### src/shared/sep_pkg.sv
package sep_pkg;

    // Link pins as seen from outside the ref_clk domain
    typedef struct packed {
        logic       tck;
        logic       tms;
        logic       tdi;
        logic       trst_n;
        logic [1:0] event_n;
    } sep_pins_t;

    localparam int unsigned PIN_W = 6;

    // Synchroniser reset value: test reset low, event lines idle high
    localparam logic [PIN_W-1:0] PIN_RST = 6'h03;

    // Instruction register
    localparam int unsigned IR_W = 4;
    localparam logic [IR_W-1:0] IR_CAPTURE   = 4'h1;
    localparam logic [IR_W-1:0] IR_BYPASS    = 4'hF;
    localparam logic [IR_W-1:0] IR_PINSCAN_A = 4'h0;
    localparam logic [IR_W-1:0] IR_PINSCAN_B = 4'h1;
    localparam logic [IR_W-1:0] IR_EMUCTRL   = 4'h8;

    // Emulation control data register
    localparam int unsigned EMU_W = 2;
    localparam logic [EMU_W-1:0] EMU_CTRL_RST = 2'h0;

    // Pod test clock and its half period in ref_clk cycles (rounded down)
    localparam real         TCK_FREQ_MHZ  = 10.368;
    localparam real         REF_FREQ_MHZ  = 100.0;
    localparam int unsigned TCK_HALF_CYC  = int'($floor(REF_FREQ_MHZ / (2.0 * TCK_FREQ_MHZ)));

    // Tap controller, one-hot
    typedef enum logic [15:0] {
        ST_TLR  = 16'h0001,
        ST_RTI  = 16'h0002,
        ST_SDR  = 16'h0004,
        ST_CDR  = 16'h0008,
        ST_SHD  = 16'h0010,
        ST_E1D  = 16'h0020,
        ST_PDR  = 16'h0040,
        ST_E2D  = 16'h0080,
        ST_UDR  = 16'h0100,
        ST_SIR  = 16'h0200,
        ST_CIR  = 16'h0400,
        ST_SHI  = 16'h0800,
        ST_E1I  = 16'h1000,
        ST_PIR  = 16'h2000,
        ST_E2I  = 16'h4000,
        ST_UIR  = 16'h8000
    } sep_state_t;

endpackage

### src/rtl/sep_sync.sv
`timescale 1ns/1ps
module sep_sync
    import sep_pkg::*;
(
    // Clock and reset
    input  wire logic             ref_clk,
    input  wire logic             arst_n,
    // Pins in, synchronised out
    input  wire logic [PIN_W-1:0] async_in,
    output logic      [PIN_W-1:0] sync_out
);

    logic [PIN_W-1:0] meta_reg;

    genvar i;
    generate
        for (i = 0; i < PIN_W; i++) begin : g_bit
            always_ff @(posedge ref_clk or negedge arst_n) begin
                if (!arst_n) begin
                    meta_reg[i] <= PIN_RST[i];
                    sync_out[i] <= PIN_RST[i];
                end else begin
                    meta_reg[i] <= async_in[i];
                    sync_out[i] <= meta_reg[i];
                end
            end
        end
    endgenerate

endmodule

### src/rtl/sep_port.sv
`timescale 1ns/1ps
module sep_port
    import sep_pkg::*;
(
    // Clock and reset
    input  wire logic             ref_clk,
    input  wire logic             arst_n,
    // Link pins from the pod
    input  wire sep_pins_t        pins_in,
    // Test data out
    output logic                  tdo,
    output logic                  tdo_oe,
    output logic                  test_clock_return,
    output logic                  presence_detect_line,
    // Emulation event lines, open-drain
    output logic [EMU_W-1:0]      emulation_event_o,
    output logic [EMU_W-1:0]      emulation_event_oe,
    // Core side
    input  wire logic [EMU_W-1:0] local_stop_req,
    output logic [EMU_W-1:0]      global_stop_seen,
    output logic                  test_reset_active
);

    sep_pins_t        pins_s;
    logic             tck_prev_reg;
    sep_state_t       state_reg;
    sep_state_t       state_next;
    logic [IR_W-1:0]  ir_shift_reg;
    logic [IR_W-1:0]  ir_reg;
    logic             bypass_reg;
    logic             null_reg;
    logic [EMU_W-1:0] emu_shift_reg;
    logic [EMU_W-1:0] emu_ctrl_reg;

    // Every pin passes two flops; an idle-low test reset holds the tap in reset
    sep_sync u_sync (
        .ref_clk  (ref_clk),
        .arst_n   (arst_n),
        .async_in (pins_in),
        .sync_out (pins_s)
    );

    wire tck_rise  = pins_s.tck & ~tck_prev_reg;
    wire tck_fall  = ~pins_s.tck & tck_prev_reg;
    wire tms       = pins_s.tms;
    wire tdi       = pins_s.tdi;
    wire trst_on   = ~pins_s.trst_n;
    wire sel_null  = (ir_reg == IR_PINSCAN_A) || (ir_reg == IR_PINSCAN_B);
    wire sel_emu   = (ir_reg == IR_EMUCTRL);
    wire dr_out    = sel_emu ? emu_shift_reg[0] : (sel_null ? null_reg : bypass_reg);
    wire in_shd    = (state_reg == ST_SHD);
    wire in_shi    = (state_reg == ST_SHI);
    wire shifting  = in_shd | in_shi;
    wire tdo_next  = in_shi ? ir_shift_reg[0] : dr_out;
    wire [EMU_W-1:0] drive_low = emu_ctrl_reg | local_stop_req;

    // Tap controller next state
    always_comb begin
        state_next = state_reg;
        unique case (state_reg)
            ST_TLR:  state_next = tms ? ST_TLR : ST_RTI;
            ST_RTI:  state_next = tms ? ST_SDR : ST_RTI;
            ST_SDR:  state_next = tms ? ST_SIR : ST_CDR;
            ST_CDR:  state_next = tms ? ST_E1D : ST_SHD;
            ST_SHD:  state_next = tms ? ST_E1D : ST_SHD;
            ST_E1D:  state_next = tms ? ST_UDR : ST_PDR;
            ST_PDR:  state_next = tms ? ST_E2D : ST_PDR;
            ST_E2D:  state_next = tms ? ST_UDR : ST_SHD;
            ST_UDR:  state_next = tms ? ST_SDR : ST_RTI;
            ST_SIR:  state_next = tms ? ST_TLR : ST_CIR;
            ST_CIR:  state_next = tms ? ST_E1I : ST_SHI;
            ST_SHI:  state_next = tms ? ST_E1I : ST_SHI;
            ST_E1I:  state_next = tms ? ST_UIR : ST_PIR;
            ST_PIR:  state_next = tms ? ST_E2I : ST_PIR;
            ST_E2I:  state_next = tms ? ST_UIR : ST_SHI;
            ST_UIR:  state_next = tms ? ST_SDR : ST_RTI;
            default: state_next = ST_TLR;
        endcase
    end

    always_ff @(posedge ref_clk or negedge arst_n) begin
        if (!arst_n) begin
            tck_prev_reg <= 1'b0;
            state_reg    <= ST_TLR;
        end else begin
            tck_prev_reg <= pins_s.tck;
            if (trst_on) begin
                state_reg <= ST_TLR;
            end else if (tck_rise) begin
                state_reg <= state_next;
            end
        end
    end

    // Instruction register path
    always_ff @(posedge ref_clk or negedge arst_n) begin
        if (!arst_n) begin
            ir_shift_reg <= IR_CAPTURE;
            ir_reg       <= IR_BYPASS;
        end else if (trst_on) begin
            ir_reg <= IR_BYPASS;
        end else if (tck_rise) begin
            unique case (state_reg)
                ST_TLR:  ir_reg <= IR_BYPASS;
                ST_CIR:  ir_shift_reg <= IR_CAPTURE;
                ST_SHI:  ir_shift_reg <= {tdi, ir_shift_reg[IR_W-1:1]};
                ST_UIR:  ir_reg <= ir_shift_reg;
                default: ir_reg <= ir_reg;
            endcase
        end
    end

    // Data registers; pin scan has no cells, just one null bit
    always_ff @(posedge ref_clk or negedge arst_n) begin
        if (!arst_n) begin
            bypass_reg    <= 1'b0;
            null_reg      <= 1'b0;
            emu_shift_reg <= EMU_CTRL_RST;
            emu_ctrl_reg  <= EMU_CTRL_RST;
        end else if (trst_on) begin
            emu_ctrl_reg <= EMU_CTRL_RST;
        end else if (tck_rise) begin
            unique case (state_reg)
                ST_TLR: begin
                    emu_ctrl_reg <= EMU_CTRL_RST;
                end
                ST_CDR: begin
                    bypass_reg    <= 1'b0;
                    null_reg      <= 1'b0;
                    emu_shift_reg <= ~pins_s.event_n;
                end
                ST_SHD: begin
                    bypass_reg <= tdi;
                    if (sel_null) begin
                        null_reg <= tdi;
                    end
                    if (sel_emu) begin
                        emu_shift_reg <= {tdi, emu_shift_reg[EMU_W-1:1]};
                    end
                end
                ST_UDR: begin
                    if (sel_emu) begin
                        emu_ctrl_reg <= emu_shift_reg;
                    end
                end
                default: begin
                    bypass_reg <= bypass_reg;
                end
            endcase
        end
    end

    // TDO changes on the falling edge so the next device samples it on the rise
    always_ff @(posedge ref_clk or negedge arst_n) begin
        if (!arst_n) begin
            tdo    <= 1'b0;
            tdo_oe <= 1'b0;
        end else if (trst_on) begin
            tdo_oe <= 1'b0;
        end else if (tck_fall) begin
            tdo    <= tdo_next;
            tdo_oe <= shifting;
        end
    end

    // Pin-side and core-side outputs; the return clock is a buffered copy, three cycles after the pin
    always_ff @(posedge ref_clk or negedge arst_n) begin
        if (!arst_n) begin
            test_clock_return    <= 1'b0;
            presence_detect_line <= 1'b1;
            emulation_event_o    <= '0;
            emulation_event_oe   <= '0;
            global_stop_seen     <= '0;
            test_reset_active    <= 1'b1;
        end else begin
            test_clock_return    <= pins_s.tck;
            presence_detect_line <= 1'b1;
            emulation_event_o    <= '0;
            emulation_event_oe   <= drive_low;
            global_stop_seen     <= ~pins_s.event_n;
            test_reset_active    <= trst_on;
        end
    end
endmodule

### config.mk
export PLATFORM = sky130hd
export DESIGN_NAME = sep_port
export DESIGN_NICKNAME = d
export VERILOG_FILES = /design/src/shared/sep_pkg.sv /design/src/rtl/sep_sync.sv /design/src/rtl/sep_port.sv
export SDC_FILE = /design/constraint.sdc
export NUM_CORES = 1
export LEC_CHECK = 0
export BUFFER_PORTS_ARGS = -buffer_cell sky130_fd_sc_hd__buf_4
export CAP_MARGIN = 0
export CELL_PAD_IN_SITES_DETAIL_PLACEMENT = 1
export CELL_PAD_IN_SITES_GLOBAL_PLACEMENT = 2
export CORE_MARGIN = 3
export CORE_UTILIZATION = 37
export CTS_CLUSTER_SIZE = 25
export DETAILED_ROUTE_END_ITERATION = 8
export GPL_ROUTABILITY_DRIVEN = 1
export PLACE_DENSITY = 0.83
export SLEW_MARGIN = 20
export SYNTH_ARGS = -nofsm -noshare
export SYNTH_HDL_FRONTEND = slang
export SYNTH_SLANG_ARGS = --single-unit
### constraint.sdc
create_clock -name ref_clk -period 2.4 [get_ports ref_clk]
set_input_delay 0.24 -clock ref_clk [delete_from_list [all_inputs] [get_ports ref_clk]]
set_output_delay 0.24 -clock ref_clk [all_outputs]
set_load 0.05 [all_outputs]
=== Word level (Yosys, flattened, before mapping) ===
Cells that the tools add are included.

* Eq/ne operators: 25
* Multiplexer cells: 33
* Bitwise gates (word level): 8
* Reductions and logical operators: 14

{| class="wikitable"
|+ Operators with widths
! operator !! count
|-
| 16-bit one-hot mux with 12 select lines || 1
|-
| 16-bit 2-to-1 mux || 4
|-
| 9-bit 2-to-1 mux || 2
|-
| 16-bit by 1-bit equality test with 1-bit output, second input constant || 1
|-
| 16-bit by 10-bit equality test with 1-bit output, second input constant || 1
|-
| 16-bit by 11-bit equality test with 1-bit output, second input constant || 1
|-
| 16-bit by 12-bit equality test with 1-bit output, second input constant || 1
|-
| 16-bit by 13-bit equality test with 1-bit output, second input constant || 1
|-
| 16-bit by 14-bit equality test with 1-bit output, second input constant || 1
|-
| 16-bit by 15-bit equality test with 1-bit output, second input constant || 1
|-
| 16-bit equality test, second input constant || 1
|-
| 16-bit by 2-bit equality test with 1-bit output, second input constant || 1
|-
| 16-bit by 3-bit equality test with 1-bit output, second input constant || 1
|-
| 16-bit by 4-bit equality test with 1-bit output, second input constant || 1
|-
| 16-bit by 5-bit equality test with 1-bit output, second input constant || 1
|-
| 16-bit by 6-bit equality test with 1-bit output, second input constant || 1
|-
| 16-bit by 7-bit equality test with 1-bit output, second input constant || 1
|-
| 16-bit by 8-bit equality test with 1-bit output, second input constant || 1
|-
| 16-bit by 9-bit equality test with 1-bit output, second input constant || 1
|-
| 4-bit one-hot mux with 2 select lines || 2
|-
| 15-bit 2-to-1 mux || 1
|-
| 13-bit 2-to-1 mux || 1
|-
| 11-bit 2-to-1 mux || 1
|-
| 10-bit 2-to-1 mux || 1
|-
| 25 further kinds || 51
|}

* Input port bits: 10
* Register bits: 50
* Logic and storage cells: 105

=== Logic depth before layout (Yosys ltp) ===
* Word-level depth: 5
* Mapped depth: 7

=== Hierarchy ===
Synthesis repeated with hierarchy kept, for this count alone.

* Cells, all modules: 230
* Area, all modules: 2392.3 sq um

{| class="wikitable"
|+ By module, submodules not included
! module !! cells each !! seq. area each (sq um) !! instances !! area each (sq um)
|-
| sep_port || 218 || 959.7 || 1 || 2087.0
|-
| sep_sync || 12 || 305.3 || 1 || 305.3
|}

=== Worst setup path before layout ===
No wires, ideal clock.

* Kind: register to register
* From: reg state_reg[9]
* To: reg null_reg
* Data required time: 2.280 ns
* Period minus slack after synthesis: 2.118 ns
* Path buffers: 1
* Library setup time: 0.120 ns
* Arrival time: 1.998 ns
* Setup slack: 0.282 ns
* Cell stages (with the launch flop): 7
* Cells stage by stage: dfrtp_1 buf_6 or4_4 or4_4 nor3_2 a21boi_0 a41o_2

* Longest elaborated chain between the ends: 3
* Elaborated cells on any way between the ends: 6
* Those cells by class: 3 x eq/ne; 1 x mux; 2 x reduce/logical

{| class="wikitable"
|+ Ends and longest elaborated chain
! element !! line !! source
|-
| from (decl) || sep_port.sv:26 || <nowiki>sep_state_t state_reg;</nowiki>
|-
| from (signal assigned) || sep_port.sv:90 || <nowiki>state_reg <= state_next;</nowiki>
|-
| 16-bit by 5-bit equality test with 1-bit output / 16-bit by 4-bit equality test with 1-bit output (equally long branches) || sep_port.sv:123 || <nowiki>unique case (state_reg)</nowiki>
|-
| 2-bit inequality test (no line) / 2-bit nonzero test (equally long branches) || -- ||
|-
| 4-bit AND reduction (no line) || -- ||
|-
| to (signal assigned) || sep_port.sv:135 || <nowiki>null_reg <= tdi;</nowiki>
|-
| to (decl) || sep_port.sv:31 || <nowiki>logic null_reg;</nowiki>
|}

Several ways; a longest one is shown, not always the timed one.
A chain may end at the register's enable or synchronous reset.

=== Worst setup path in the final report ===
Same ends and word-level chain as after synthesis.

==> flow_summary.toml <==
[detailed_routing]
post-route-drc-count = 0
firstDrtPassIters = 4
vias = 1945
wl_per_cell_um = 17.4
viasPerCell = 5.62
postRouteAntennaNets = 0
drt_wl_total_um = 6030
drt_iter0_markers = 62

[synthesis]
synth_top_family_by_area = "simple AND/OR/NAND/NOR gates"
synth-compound-area-share_pct = 13.1
ys_ff_latch = 50
syn_inst = 246
synth_edf_count = 0
ys.flop_type = "dfrtp_1"
synth_cell_types = 48
synthAdderAreaFrac_pct = 0
synth_xor_area_share_pct = 2.92
synth_seq_area_share_pct = 52.7
async_flop_share_pct = 100
muxShareOfSynthArea_pct = 0.417
yosysWarnings = 0
synth-simple-area-share_pct = 26.2
synth_area_um2 = 2400
avgSynthCellArea_um2 = 9.76

[global_routing]
grt_max_degree = 51
met3_usage_pct = 3.14
grtUsageMet2_pct = 26.3
grt-ovfl-total = 0
grt_pass1_wl_um = 9860
grt_util_all_layers_pct = 16.9
grt_pass1_vias = 1927
busiest_layer = "met2"
antenna_found_initial = 0
met1_usage_pct = 24.3

[flow_run]
cap_violations = 0

[worst_setup_path]
critical_path_class = "flip-flop to flip-flop"
r2r_start = "state_reg[9]"
worstPathBufferInverterCount = 0
crit_chain = "or4_4, or4_4, nor3_2, a21boi_0, a41o_2"
critPathMaxStageDelay_ns = 0.59
rr_endpoint = "null_reg"
rrSetupSlack_ns = 0.15
crit_family = "simple AND/OR/NAND/NOR gates"
endpoint_kind = "flip-flop"
crit_top_cell = "or4_4"
start_kind = "flip-flop"
arrival_ns = 2.45
cp-endpoint = "null_reg"
critPathMaxFanout = 9
critical_path_cell_count = 5
required_ns = 2.60
slowest_stage = "or4_4"
reg2regPathDepth = 5
critPathLaunch = "state_reg[9]"

[timing]
finalHoldViolCount = 0
period_share_pct = 93.7
setup-tns-final_ns = 0
rsz0062_at_grt = "no"
tightest_slew_ns = 0.753
setup_viol = 0
fmax_ghz = 0.445
finalCriticalPeriod_ns = 2.25
slew_headroom_pct = 49.1
postLayoutSetupSlackWorst_ns = 0.152
maxSlewViolCount = 0
finalClockSkew_ns = 0.00571

[cells_and_area]
diodes = 0
fillerInstances = 719
finalNetCount = 280
largest_reg_flops = 16
layout-drive-gt1-share_pct = 22.1
syn_to_final_growth_pct = 14.0
seqCellArea_um2 = 1260
multi_input_area_um2 = 1040

[clock_tree]
path_clk_slew_ns = 0.09
cts_tree = "done"
cts_sinks = 50
insertion_delay_ns = 0.30
cts-buffers-inserted = 5
clockBufferDepth = 2
root_buffer = "clkbuf_8"
htree_levels = 2

[status]
status = "finished clean"

[floorplanning]
die_area_um2 = 7490
die_h_um = 86.6
initial_core_util_pct = 39.4
core-area_um2 = 6100
rows = 28
die_w_um = 86.6
ioPinCount = 21

[placed_design]
io_buffers = 17
dpl.hpwl_um = 4420
detailedPlace.worstSlack_ns = 0.151
gp_congestion = 0.856

[pwr]
cellLeakagePower_nw = 1.15
power.density_nw_per_um2 = 567
max-vdd-ir-drop_v = 0.000247

[min_path]
hold_path_class = "input port to flip-flop"
==> final cells by class <==
cell class / instances / share of cell area (%)
clock buffer: 6 / 3.02
clock inverter: 2 / 0.457
inverter: 5 / 0.686
multi-input combinational: 179 / 38.2
sequential: 50 / 46.2
tap: 75 / 3.43
timing repair buffer: 29 / 8.04
==> how the worst min path moves through the flow <==
stage                                    end       start  depth (start not counted)
final                     u_sync.meta_reg[0]  pins_in[0]                          1
after global routing      u_sync.meta_reg[3]  pins_in[3]                          1
after CTS                 u_sync.meta_reg[5]  pins_in[5]                          1
after detailed placement       state_reg[13]      arst_n                          1
after global placement         state_reg[13]      arst_n                          1
after floorplan                   bypass_reg      arst_n                          0
==> cells in the final DEF, fill, tap and decap left out, types with 4 or more instances in the layout <==
master / synthesis / routed
dfrtp_1: 39 / 39
nor4_1: 4 / 4
o22a_1: 4 / 4
nor4b_1: 4 / 4
nand3_1: 6 / 6
o22ai_1: 5 / 5
nor2_1: 18 / 18
xnor2_1: 5 / 5
buf_4: 3 / 28
nor3_1: 12 / 10
nand4_1: 6 / 6
dfstp_2: 11 / 11
inv_1: 5 / 5
o21ai_0: 18 / 18
clkbuf_8: 0 / 6
nand2_1: 42 / 42
nand2b_1: 5 / 5
a21oi_1: 7 / 7
==> logic make-up after synthesis <==
logic type,Yosys count
flops,50
other cells,2
xor+xnor,8
compound gates,49
mux,1
buf+inv,18
simple gates,118
==> cell usage after synthesis, types with 3 or more instances <==
| cell type | instances | area, µm² |
|---|---|---|
| nand2b_1 | 5 | 31.3 |
| nor4b_1 | 4 | 35.0 |
| nor4_1 | 4 | 25.0 |
| o22a_1 | 4 | 35.0 |
| xnor2_1 | 5 | 43.8 |
| xor2_1 | 3 | 26.3 |
| o22ai_1 | 5 | 31.3 |
| buf_6 | 3 | 33.8 |
| buf_4 | 3 | 22.5 |
| nand4b_1 | 3 | 26.3 |
| o21ai_0 | 18 | 90.1 |
| nand3_1 | 6 | 30.0 |
| clkbuf_1 | 6 | 22.5 |
| nor2_1 | 18 | 67.6 |
| a21oi_1 | 7 | 35.0 |
| or3_1 | 3 | 18.8 |
| nand4_1 | 6 | 37.5 |
| nand2_1 | 42 | 158 |
| dfstp_2 | 11 | 289 |
| inv_1 | 5 | 18.8 |
| nor3_1 | 12 | 60.1 |
| dfrtp_1 | 39 | 976 |
==> metrics by stage <==
step	utilization (%)	hold slack (ns)	instance area, µm²	total power [mW]	instances
after floorplan	-	-0.0556	2400	0.987	247
after global placement	43.0	0.299	2620	1.05	337
after detailed placement	43.0	0.307	2620	1.05	337
after CTS	44.7	0.0308	2730	1.58	346
after global routing	44.9	0.0203	2740	1.62	346
final	44.9	0.0366	2740	1.55	346
==> routing by layer <==
metal  share of wire [%]  vias to the layer above
li1                    -                      912
met1                  48                      991
met2                  47                       33
met3                 3.6                        9
met4                 1.3                        0
met5                   0                        -
==> repair_timing <==
item / in CTS / in global routing
hold endpoints to repair: 39 / 0
setup endpoints to repair: 0 / 6
buffers inserted: 0 / 0
gates resized for setup: 0 / 2
hold buffers: 1 / 0
==> where the power goes <==
part / switching, mW / internal, mW / leakage (nW)
combinational: 0.105 / 0.0457 / 0.480
clock: 0.285 / 0.232 / 0.0472
sequential: 0.0179 / 0.868 / 0.628
No activity file was read; power rests on OpenSTA's default activity.
